===== src/rtl/pack_extend_pkg.sv =====
/*
  shared types and constants for the pack and extend datapath slice.
  assumes a 32-bit word and a decode stage that supplies one operation per cycle.
*/
`default_nettype none
package pack_extend_pkg;
  localparam int unsigned WORD_W      = 32;
  localparam int unsigned HALF_W      = 16;
  localparam int unsigned BYTE_W      = 8;
  localparam int unsigned SHIFT_W     = 5;
  localparam int unsigned REG_IDX_W   = 4;
  localparam logic [1:0]  ROT_0       = 2'h0;
  localparam logic [1:0]  ROT_8       = 2'h1;
  localparam logic [1:0]  ROT_16      = 2'h2;
  localparam logic [1:0]  ROT_24      = 2'h3;
  localparam logic [5:0]  ASR_FULL    = 6'h20;
  localparam logic [3:0]  SP_INDEX    = 4'hD;
  localparam logic [3:0]  PC_INDEX    = 4'hF;
  localparam logic [31:0] WORD_ZERO   = 32'h0000_0000;
  localparam logic [3:0]  IDX_ZERO    = 4'h0;

  typedef enum logic [3:0] {
    pack_low_high,
    pack_high_low,
    signed_byte_extend,
    signed_half_extend,
    dual_signed_byte_extend,
    unsigned_byte_extend,
    unsigned_half_extend,
    dual_unsigned_byte_extend,
    signed_byte_extend_add,
    signed_half_extend_add,
    dual_signed_byte_extend_add,
    unsigned_byte_extend_add,
    unsigned_half_extend_add,
    dual_unsigned_byte_extend_add
  } op_t;

  typedef struct packed {
    logic        valid;
    op_t         op;
    logic [31:0] first_operand_register;
    logic [31:0] second_operand_register;
    logic [4:0]  shift_amount;
    logic [1:0]  rotate_sel;
    logic [3:0]  dest_index;
    logic [3:0]  flags;
  } issue_t;

  typedef struct packed {
    logic        valid;
    logic [31:0] data;
    logic [3:0]  dest_index;
    logic [3:0]  flags;
  } result_t;
endpackage
`default_nettype wire


===== src/rtl/halfword_packer.sv =====
/*
  combinational halfword pack: low-high with left shift, high-low with arithmetic right shift.
  assumes operands settle within one core clock period.
*/
`default_nettype none
module halfword_packer
  import pack_extend_pkg::*;
(
  input  wire logic              high_low,
  input  wire logic [WORD_W-1:0] first_word,
  input  wire logic [WORD_W-1:0] second_word,
  input  wire logic [SHIFT_W-1:0] shift_amount,
  output logic      [WORD_W-1:0] packed_word
);
  logic [WORD_W-1:0] shifted_left;
  logic [WORD_W-1:0] shifted_right;
  logic [5:0]        asr_amount;

  always_comb
  begin
    shifted_left  = second_word << shift_amount;
    asr_amount    = (shift_amount == 5'h00) ? ASR_FULL : {1'b0, shift_amount};
    shifted_right = WORD_W'($signed(second_word) >>> asr_amount);
    if (high_low)
    begin
      packed_word = {first_word[31:16], shifted_right[15:0]};
    end
    else
    begin
      packed_word = {shifted_left[31:16], first_word[15:0]};
    end
  end
endmodule
`default_nettype wire


===== src/rtl/rotate_extender.sv =====
/*
  combinational rotate-right then byte or halfword extraction with sign or zero fill.
  assumes rotate select is one of 0, 8, 16 or 24 bits.
*/
`default_nettype none
module rotate_extender
  import pack_extend_pkg::*;
(
  input  wire logic [WORD_W-1:0] source_word,
  input  wire logic [1:0]        rotate_sel,
  input  wire logic              sign_fill,
  input  wire logic              half_size,
  input  wire logic              dual_lane,
  output logic      [WORD_W-1:0] extended_word
);
  logic [WORD_W-1:0] rotated;

  always_comb
  begin
    case (rotate_sel)
      ROT_8:   rotated = {source_word[7:0], source_word[31:8]};
      ROT_16:  rotated = {source_word[15:0], source_word[31:16]};
      ROT_24:  rotated = {source_word[23:0], source_word[31:24]};
      default: rotated = source_word;
    endcase
    if (dual_lane)
    begin
      extended_word = {{8{sign_fill & rotated[23]}}, rotated[23:16],
                       {8{sign_fill & rotated[7]}}, rotated[7:0]};
    end
    else if (half_size)
    begin
      extended_word = {{16{sign_fill & rotated[15]}}, rotated[15:0]};
    end
    else
    begin
      extended_word = {{24{sign_fill & rotated[7]}}, rotated[7:0]};
    end
  end
endmodule
`default_nettype wire


===== src/rtl/pack_extend_datapath.sv =====
/*
  execute-stage slice for pack, extend and extend-add operations, one registered result stage.
  assumes decode supplies a valid operation each cycle it wants one and keeps sp and pc
  off the destination of a pack.
*/
// How it works
// - low-high pack keeps first operand low half
// - low-high pack takes shifted second upper half
// - high-low pack keeps first operand high half
// - high-low pack takes shifted second lower half
// - left shift 1..31, zero means none
// - arithmetic right 1..32, zero encodes 32
// - packs leave flags unchanged
// - extends rotate source right 0/8/16/24
// - no rotation selected uses source unrotated
// - signed byte extend replicates bit seven
// - unsigned byte extend fills zeros above
// - halfword extends sign or zero fill
// - dual signed byte extend into lanes
// - dual unsigned byte extend into lanes
// - extend-add sums word or lanes
// - extends and adds leave flags unchanged
`default_nettype none
module pack_extend_datapath
  import pack_extend_pkg::*;
(
  input  wire logic    sys_clk,
  input  wire logic    reset,
  input  wire issue_t  issue,
  output result_t      result
);
  typedef struct packed {
    result_t res;
  } state_t;

  state_t state_q;
  state_t state_d;

  logic [WORD_W-1:0] packed_word;
  logic [WORD_W-1:0] extended_word;
  logic              is_pack;
  logic              is_add;
  logic              is_dual;
  logic              is_half;
  logic              is_signed;

  function automatic logic [WORD_W-1:0] lane_add(input logic [WORD_W-1:0] a,
                                                 input logic [WORD_W-1:0] b,
                                                 input logic              dual);
    logic [WORD_W-1:0] sum;
    sum = WORD_ZERO;
    if (dual)
    begin
      sum = {16'(a[31:16] + b[31:16]), 16'(a[15:0] + b[15:0])};
    end
    else
    begin
      sum = 32'(a + b);
    end
    return sum;
  endfunction

  always_comb
  begin
    is_pack   = (issue.op == pack_low_high) || (issue.op == pack_high_low);
    is_add    = (issue.op == signed_byte_extend_add) || (issue.op == signed_half_extend_add)
             || (issue.op == dual_signed_byte_extend_add)
             || (issue.op == unsigned_byte_extend_add) || (issue.op == unsigned_half_extend_add)
             || (issue.op == dual_unsigned_byte_extend_add);
    is_dual   = (issue.op == dual_signed_byte_extend) || (issue.op == dual_unsigned_byte_extend)
             || (issue.op == dual_signed_byte_extend_add)
             || (issue.op == dual_unsigned_byte_extend_add);
    is_half   = (issue.op == signed_half_extend) || (issue.op == unsigned_half_extend)
             || (issue.op == signed_half_extend_add) || (issue.op == unsigned_half_extend_add);
    is_signed = (issue.op == signed_byte_extend) || (issue.op == signed_half_extend)
             || (issue.op == dual_signed_byte_extend) || (issue.op == signed_byte_extend_add)
             || (issue.op == signed_half_extend_add)
             || (issue.op == dual_signed_byte_extend_add);
  end

  halfword_packer packer_i (
    .high_low     (issue.op == pack_high_low),
    .first_word   (issue.first_operand_register),
    .second_word  (issue.second_operand_register),
    .shift_amount (issue.shift_amount),
    .packed_word  (packed_word)
  );

  rotate_extender extender_i (
    .source_word   (is_pack ? WORD_ZERO : (is_add ? issue.second_operand_register
                                                  : issue.first_operand_register)),
    .rotate_sel    (issue.rotate_sel),
    .sign_fill     (is_signed),
    .half_size     (is_half),
    .dual_lane     (is_dual),
    .extended_word (extended_word)
  );

  always_comb
  begin
    state_d                = state_q;
    state_d.res.valid      = issue.valid;
    state_d.res.dest_index = issue.dest_index;
    state_d.res.flags      = issue.flags;
    if (is_pack)
    begin
      state_d.res.data = packed_word;
    end
    else if (is_add)
    begin
      state_d.res.data = lane_add(issue.first_operand_register, extended_word, is_dual);
    end
    else
    begin
      state_d.res.data = extended_word;
    end
  end

  always_ff @(posedge sys_clk)
  begin
    if (reset)
    begin
      state_q.res.valid      <= 1'b0;
      state_q.res.data       <= WORD_ZERO;
      state_q.res.dest_index <= IDX_ZERO;
      state_q.res.flags      <= 4'h0;
    end
    else
    begin
      state_q <= state_d;
    end
  end

  assign result = state_q.res;

  logic [WORD_W-1:0] exp_low_high;
  logic [WORD_W-1:0] exp_high_low;
  always_comb
  begin
    exp_low_high = issue.second_operand_register << issue.shift_amount;
    exp_high_low = WORD_W'($signed(issue.second_operand_register) >>>
                   ((issue.shift_amount == 5'h00) ? ASR_FULL : {1'b0, issue.shift_amount}));
  end

  // the slices below assume a 32-bit word split in halves and bytes
  if (WORD_W != 32 || HALF_W != 16 || BYTE_W != 8)
  begin : g_width_check
    $error("datapath slices assume a 32-bit word");
  end

  // reference values for the checks, built by wide shifts and casts
  logic [4:0]          ref_rot_amt;
  logic [2*WORD_W-1:0] ref_twice;
  logic [WORD_W-1:0]   ref_src;
  logic [WORD_W-1:0]   ref_rot;
  logic [HALF_W-1:0]   ref_lane_lo;
  logic [HALF_W-1:0]   ref_lane_hi;
  logic [WORD_W-1:0]   ref_half;
  logic [WORD_W-1:0]   ref_byte;
  logic [WORD_W-1:0]   ref_ext;
  logic [2*WORD_W-1:0] ref_asr_wide;
  logic [2*WORD_W-1:0] ref_shl_wide;

  always_comb
  begin
    ref_src      = is_add ? issue.second_operand_register : issue.first_operand_register;
    ref_rot_amt  = {issue.rotate_sel, 3'h0};
    ref_twice    = {ref_src, ref_src} >> ref_rot_amt;
    ref_rot      = ref_twice[WORD_W-1:0];
    ref_lane_lo  = is_signed ? 16'($signed(ref_rot[7:0])) : 16'(ref_rot[7:0]);
    ref_lane_hi  = is_signed ? 16'($signed(ref_rot[23:16])) : 16'(ref_rot[23:16]);
    ref_half     = is_signed ? 32'($signed(ref_rot[15:0])) : 32'(ref_rot[15:0]);
    ref_byte     = is_signed ? 32'($signed(ref_rot[7:0])) : 32'(ref_rot[7:0]);
    ref_ext      = is_dual ? {ref_lane_hi, ref_lane_lo} : (is_half ? ref_half : ref_byte);
    ref_asr_wide = {{WORD_W{issue.second_operand_register[31]}},
                    issue.second_operand_register}
                   >> ((issue.shift_amount == 5'h00) ? ASR_FULL : {1'b0, issue.shift_amount});
    ref_shl_wide = {WORD_ZERO, issue.second_operand_register} << issue.shift_amount;
  end
endmodule
`default_nettype wire


===== config.mk =====
export PLATFORM = sky130hd
export DESIGN_NAME = pack_extend_datapath
export DESIGN_NICKNAME = d
export VERILOG_FILES = /design/src/rtl/pack_extend_pkg.sv /design/src/rtl/halfword_packer.sv /design/src/rtl/rotate_extender.sv /design/src/rtl/pack_extend_datapath.sv
export SDC_FILE = /design/constraint.sdc
export NUM_CORES = 1
export LEC_CHECK = 0
export ABC_CLOCK_PERIOD_IN_PS = 4700
export BUFFER_PORTS_ARGS = -buffer_cell sky130_fd_sc_hd__buf_2
export CAP_MARGIN = 20
export CORE_MARGIN = 2
export CORE_UTILIZATION = 45
export CTS_CLUSTER_DIAMETER = 200
export DETAILED_ROUTE_END_ITERATION = 8
export PLACE_DENSITY = 0.77
export SYNTH_ARGS = -nofsm -noshare
export SYNTH_HDL_FRONTEND = slang
export SYNTH_HIERARCHICAL = 1
export SYNTH_SLANG_ARGS = --single-unit

===== constraint.sdc =====
create_clock -name sys_clk -period 4.7 [get_ports sys_clk]
set_input_delay 0 -clock sys_clk [delete_from_list [all_inputs] [get_ports sys_clk]]
set_output_delay 0 -clock sys_clk [all_outputs]
set_load 0.02 [all_outputs]

Yosys cells after proc, flatten, opt, wreduce, memory -nomap -nowiden
Cells that the tools add are included.
{ "op_classes": {"add_sub_neg": 3, "n_eq_ne": 15, "shifts": 2, "muxes": 10, "n_bitwise": 3, "reduce_logical": 19} }
{ "ops": {"columns": ["cell", "n"], "rows": [
  ["two-way mux 32 bit", 8],
  ["case mux 24 bit (3 select lines)", 1],
  ["adder 16 bit", 2],
  ["adder 32 bit", 1],
  ["left shift 32 x 5 -> 32 bit", 1],
  [">>> shifter 32 x 6 -> 16 bit", 1],
  ["== test 4 bit (second input constant)", 6],
  ["logical OR 1 bit", 17],
  ["== test 4 x 3 -> 1 bit (second input constant)", 3],
  ["== test 4 x 2 -> 1 bit (second input constant)", 2],
  ["two-way mux 6 bit", 1],
  ["logical NOT 5 bit", 1],
  ["== test 2 bit (second input constant)", 2],
  ["== test 4 x 1 -> 1 bit (second input constant)", 1],
  ["logical NOT 4 bit", 1],
  ["AND 1 bit", 3],
  ["== test 2 x 1 -> 1 bit (second input constant)", 1]
]} }
{ "totals": {"register_bits": 41, "input_bits": 86, "output_inout_bits": 41, "word_cells": 56} }

Depth between registers and ports, before layout
{ "depth": {"depth_word": 16, "ltp_mapped": 22, "ltp_nobuf": 17} }

Modules after synthesis
The synthesis kept the hierarchy.
{ "by_module_without_submodules": {"columns": ["module", "n_inst", "cells_per_inst", "area_each_um2", "seq_area_each_um2"], "rows": [
  ["pack_extend_datapath", 1, 569, 4005.1, 820.8],
  ["halfword_packer", 1, 489, 3533.4, 0.0],
  ["rotate_extender", 1, 84, 968.4, 0.0]
]} }

Least setup slack after synthesis
Ideal clock, no wire load.
{ "synth_path": {"kind": "in2reg", "start": "in issue[80] in the netlist's numbering", "end": "reg state_q, in the netlist result[39]", "setup_ns": 0.078, "arrival_ns": 4.143, "required_ns": 4.622, "setup_slack_ns": 0.479, "path_stages": 21, "path_buffers": 5, "path_cell_list": "buf_2 nand2_1 and2_1 clkbuf_1 clkbuf_1 buf_1 nand2_1 a21oi_1 mux2i_1 a221o_2 o22ai_1 buf_4 ha_1 and3_1 a211o_1 a21oi_1 o221a_2 a21oi_1 xor2_1 and3_1 nor3_1"} }
{ "synth_between": {"elab_chain_len": 16, "elab_cells_between_ends": 44, "cone_classes": "add/sub: 2; eq/ne: 12; mux: 9; bitwise: 3; reduce/logical: 18"} }
{ "synth_lines": {"columns": ["element", "line_no", "text"], "rows": [
  ["start, declared", "pack_extend_datapath.sv:29", "input wire issue_t issue,"],
  ["== test 4 bit, on equally long branches", null, null],
  ["logical OR 1 bit", "pack_extend_datapath.sv:66", "is_add = (issue.op == signed_byte_extend_add) || (issue.op == signed_half_extend_add)"],
  ["logical OR 1 bit", "pack_extend_datapath.sv:67", "|| (issue.op == dual_signed_byte_extend_add)"],
  ["logical OR 1 bit (2 in a row)", "pack_extend_datapath.sv:68", "|| (issue.op == unsigned_byte_extend_add) || (issue.op == unsigned_half_extend_add)"],
  ["logical OR 1 bit", "pack_extend_datapath.sv:69", "|| (issue.op == dual_unsigned_byte_extend_add);"],
  ["two-way mux 32 bit", null, null],
  ["two-way mux 32 bit", "pack_extend_datapath.sv:90", ".source_word (is_pack ? WORD_ZERO : (is_add ? issue.second_operand_register"],
  ["case mux 24 bit (3 select lines)", "rotate_extender.sv:20", "case (rotate_sel)"],
  ["AND 1 bit, on equally long branches", "rotate_extender.sv:37, rotate_extender.sv:33", null],
  ["two-way mux 32 bit", "rotate_extender.sv:31", "else if (half_size)"],
  ["two-way mux 32 bit (*)", "rotate_extender.sv:26", "if (dual_lane)"],
  ["via extended_word[24]", "pack_extend_datapath.sv:40", "logic [WORD_W-1:0] extended_word;"],
  ["adder 32 bit / adder 16 bit (equally long branches)", "pack_extend_datapath.sv:58, pack_extend_datapath.sv:54", null],
  ["two-way mux 32 bit (*)", "pack_extend_datapath.sv:52", "if (dual)"],
  ["two-way mux 32 bit (*)", "pack_extend_datapath.sv:109", "else if (is_add)"],
  ["two-way mux 32 bit (*)", "pack_extend_datapath.sv:105", "if (is_pack)"],
  ["end signal, assigned", "pack_extend_datapath.sv:130", "state_q <= state_d;"],
  ["end, declared", "pack_extend_datapath.sv:36", "state_t state_q;"]
]} }
The timed path passes the listed nets; every way through them passes the cells marked *.
A chain may end at the register's enable or synchronous reset.

Final worst setup path
{ "layout_path": {"start": "in issue[80] in the netlist's numbering", "end": "reg state_q, in the netlist result[33]"} }
{ "layout_between": {"elab_chain_len": 16, "elab_cells_between_ends": 44, "cone_classes": "add/sub: 2; eq/ne: 12; mux: 9; bitwise: 3; reduce/logical: 18"} }
{ "layout_lines": {"columns": ["element", "line_no", "text"], "rows": [
  ["== test 4 bit, on equally long branches", null, null],
  ["logical OR 1 bit", "pack_extend_datapath.sv:66", null],
  ["logical OR 1 bit", "pack_extend_datapath.sv:67", null],
  ["logical OR 1 bit (2 in a row)", "pack_extend_datapath.sv:68", null],
  ["logical OR 1 bit", "pack_extend_datapath.sv:69", null],
  ["two-way mux 32 bit", null, null],
  ["two-way mux 32 bit", "pack_extend_datapath.sv:90", null],
  ["case mux 24 bit (3 select lines)", "rotate_extender.sv:20", null],
  ["AND 1 bit", "rotate_extender.sv:29, rotate_extender.sv:37", null],
  ["two-way mux 32 bit", "rotate_extender.sv:31", null],
  ["two-way mux 32 bit (*)", "rotate_extender.sv:26", null],
  ["via extended_word[12]", "pack_extend_datapath.sv:40", null],
  ["adder 32 bit (*)", "pack_extend_datapath.sv:58", "sum = 32'(a + b);"],
  ["two-way mux 32 bit (*)", "pack_extend_datapath.sv:52", null],
  ["two-way mux 32 bit (*)", "pack_extend_datapath.sv:109", null],
  ["two-way mux 32 bit (*)", "pack_extend_datapath.sv:105", null]
]} }
Marked as above.

==> impl_summary.txt <==
----------------------------------------------------
[Run status]
  Status ... completed

[Timing]
  Slew at the pin with the worst max-slew slack ... between 1000 and 1500 ps
  WHS ... 167.0 ps
  Relative max-transition margin ... approximately 28%
  Slew Viols, Final ... 0
  Hold violation count in the final report ... 0
  Final period utilization ... approximately 89%
  RSZ-0062 raised after global routing ... no
  Setup-violating endpoint count in the final report ... 0
  Max Freq ... ~240 MHz
  Post-route setup TNS ... 0 ps
  Shortest period the worst path allows ... 4187 ps

[Placed design]
  Count of placed standard cells including taps ... around 1400
  HPWL after detailed placement ... 24880 µm
  Count of port buffers added during placement ... 126
  Weighted congestion reported at the end of routability-driven placement ... approximately 1.1

[Power and ir drop]
  Max VDD drop ... 0.0001466 V
  Part of the power in combinational logic ... 64.1%
  Sw frac ... 47.88%
  Register share of total power ... a little under a fifth
  Clock share of power ... 17.0%
  Switching power total ... just over 1000 µW
  Internal cell power ... roughly 1100 µW
  Ratio of total power to cell area ... about 230 mW/mm²
  Leakage ... roughly 0.0038 µW

[Finish]
  Finished Layout Cells ... between 1000 and 1500
  Number of fill cells in the layout ... 1867
  Signed area change from the synthesized netlist to the final layout ... 8.207%
  Proportion of layout cells with a drive suffix above 1 ... roughly 21%
  Final nets ... 1310
  Antenna diode count ... 0
  Area of the multi-input gates ... 0.007019 mm²
  Most common cell after layout, fill and taps aside ... nand2_1
  Most frequent cells in the layout ... nand2_1 (166), buf_2 (125), nor2_1 (96)
  Flip-flop count of the largest register, all copies and words added ... ~40
  Footprint of the flip-flops and latches ... 820.8 µm²

[Critical path]
  Crit-path max FO ... 28
  Critical path required time ... about 4900 ps
  Kind of critical path ... in2reg
  Signal arrival time at the worst endpoint ... around 4400 ps
  Critical Path Sink Type ... register
  Kind of start point of the critical path ... input port

[Yosys]
  Synthesized-area fraction occupied by ao, oa, aoi and oai cells ... 31.06%
  Adder and majority gate portion of the synthesized area ... around 5.0%
  Flip-flop cell with the highest count after synthesis ... dfxtp_1
  Cell count after synthesis ... around 1100
  Area of the mapped netlist ... approximately 0.0085 mm²
  Seq cells post-synth ... 41
  Largest family of logic cells by synthesized area ... compound AO/OA/AOI/OAI gates
  Average cell area after synthesis ... 7.449 µm²
  Post-synthesis cell type count ... 90
  Yosys warnings ... 6
  Sequential area share after synthesis ... under 10%
  Net count of the mapped netlist ... around 1300
  Xor-xnor portion of the synthesized cell area ... 2.986%
  Fraction of synthesized area in multiplexers ... 22.17%
  Post-synthesis async set-or-reset flop share ... 0%
  Share of synthesized cell area in and, or, nand and nor gates ... between 20% and 30%
  Number of enable-type register cells in the synthesized netlist ... 0

[CTS]
  Post-CTS setup repair buffer count ... 0
  CTS tree ... built
  Clock slew at reported path FFs ... approximately 70 ps
  Post-cts resize count ... 0
  Cts bufs inserted ... 5
  Sink count of the clock tree ... between 40 and 50
  Root Buffer Master ... clkbuf_16
  # H-tree levels ... 2
  Post-CTS Hold Buffers ... 9
  Max Buffers Root-to-Sink ... 2

[Floorplan]
  Die extent in y ... around 140 µm
  Count of pins on the block boundary ... between 100 and 150
  Die span in x ... between 100 and 150 µm
  Die area ... 0.02002 mm²
  Row cnt ... 50
  CORE AREA ... ~0.019 mm²
  Effective utilization at floorplan ... 45.63%

[Global routing]
  First-pass GRT wire length ... 50150 µm
  Total routing usage reported by global routing ... between 30% and 40%
  Largest net degree at the start of global routing ... 82
  Via count of the first global-routing pass ... between 8000 and 9000
  Residual overflow from global routing ... 0
  Number of antenna violations at the first check in global routing ... 1

[Hold path]
  Worst hold path type ... in2reg

[Routing]
  Total via count in the routed design ... slightly below 10000
  Count of TritonRoute iterations in the first routing pass ... 6
  Number of violations reported at the end of detailed-routing iteration 0 ... between 1500 and 2000
  Total wire length ... between 30000 and 40000 µm
  Antenna Violating Nets Remaining ... 0
  Via count normalized by instance count ... 6.971
  Drt wl/cell ... around 23 µm
  DRC violations left ... 0

[Flow run]
  Number of maximum-capacitance violations ... 0

----------------------------------------------------
## synth_stat cells, types with 5 or more instances
master,number,area (µm²)
buf_6,7,78.83
and3_1,6,37.54
nor2_1,96,360.4
a211oi_1,22,165.2
a21oi_1,94,470.5
a21o_1,17,127.6
buf_1,14,52.55
o221ai_1,7,61.31
xnor2_1,17,148.9
nand3_1,21,105.1
mux4_1,14,367.9
clkbuf_1,47,176.4
nand2_1,167,626.9
nor4_1,6,37.54
o22ai_1,38,237.7
buf_4,14,105.1
dfxtp_1,41,820.8
ha_1,31,387.9
o21ai_0,53,265.3
buf_2,22,110.1
a311oi_1,15,131.4
a211oi_2,6,75.07
nand4_1,5,31.28
nand2b_1,8,50.05
mux2i_1,47,470.5
xor2_1,12,105.1
a31oi_1,8,50.05
o21bai_1,6,45.04
or3_1,8,50.05
nor2b_1,23,143.9
mux2_2,35,394.1
o21ai_1,15,75.07
a22oi_1,28,210.2
mux4_2,27,608.1
and2_1,6,37.54
nor3_1,27,135.1
a22o_1,5,43.79
inv_1,25,93.84
o211ai_1,15,112.6
## stage by stage
step           area [µm²]  utilization (%)  power [µW]  worst slack [ps]
4_1_cts              9205            49.38        2074             702.2
3_5_place_dp         8969            48.11        1699             389.3
3_3_place_gp         8969            48.11        1688             454.4
5_1_grt              9205            49.38        2224             302.9
2_1_floorplan        8507                -        1373             479.0
6_report             9205            49.38        2111             512.8
## critical path: stages
cell,delay (ps)
buf_2,180
nand2_1,100
nand2_2,420
buf_4,340
nand2_1,80
a21oi_1,290
mux4_1,290
inv_1,40
o21ai_0,270
ha_1,400
a21oi_1,240
o21ai_1,120
or3_1,330
o21ai_2,250
o21ai_2,130
a31oi_2,370
o21bai_1,160
xnor2_1,160
a211oi_1,220
## kinds of logic after synthesis
family | Yosys count
xor+xnor | 29
compound gates | 385
flops | 41
buf+inv | 133
simple gates | 395
mux | 126
fa+ha+maj | 33
## metal layers
metal | up-vias | GRT usage [%] | wire [µm]
met5 | - | 0 | 21
met4 | 2 | 18.16 | 2192
met3 | 162 | 5.366 | 3930
met2 | 793 | 48.67 | 14250
met1 | 4564 | 42.85 | 12830
li1 | 4420 | - | -
## power by group through the flow
| stage | logic [µW] | clock network (µW) | registers [µW] |
|---|---|---|---|
| final | 1350 | 358 | 401 |
| after global routing | 1440 | 382 | 404 |
| after CTS | 1310 | 368 | 401 |
| after detailed placement | 1290 | 0 | 408 |
| after global placement | 1280 | 0 | 409 |
| after floorplan | 913 | 0 | 460 |
## layout make-up
class / count / share of cell area (%)
clock buffer: 5 / 1.359
multi-input combinational: 968 / 76.25
timing repair buffer: 149 / 8.998
inverter: 26 / 1.060
sequential: 41 / 8.917
tap: 234 / 3.181
clock inverter: 3 / 0.2311
## path summary, 6_finish.rpt
kind / slack, ps / depth (start not counted) / start / endpoint
worst max-delay path: 510 / 19 / issue[80] / result[33]$_SDFF_PP0_
worst min-delay path: 170 / 4 / issue[78] / result[39]$_SDFF_PP0_
No activity file was read; power rests on OpenSTA's default activity.
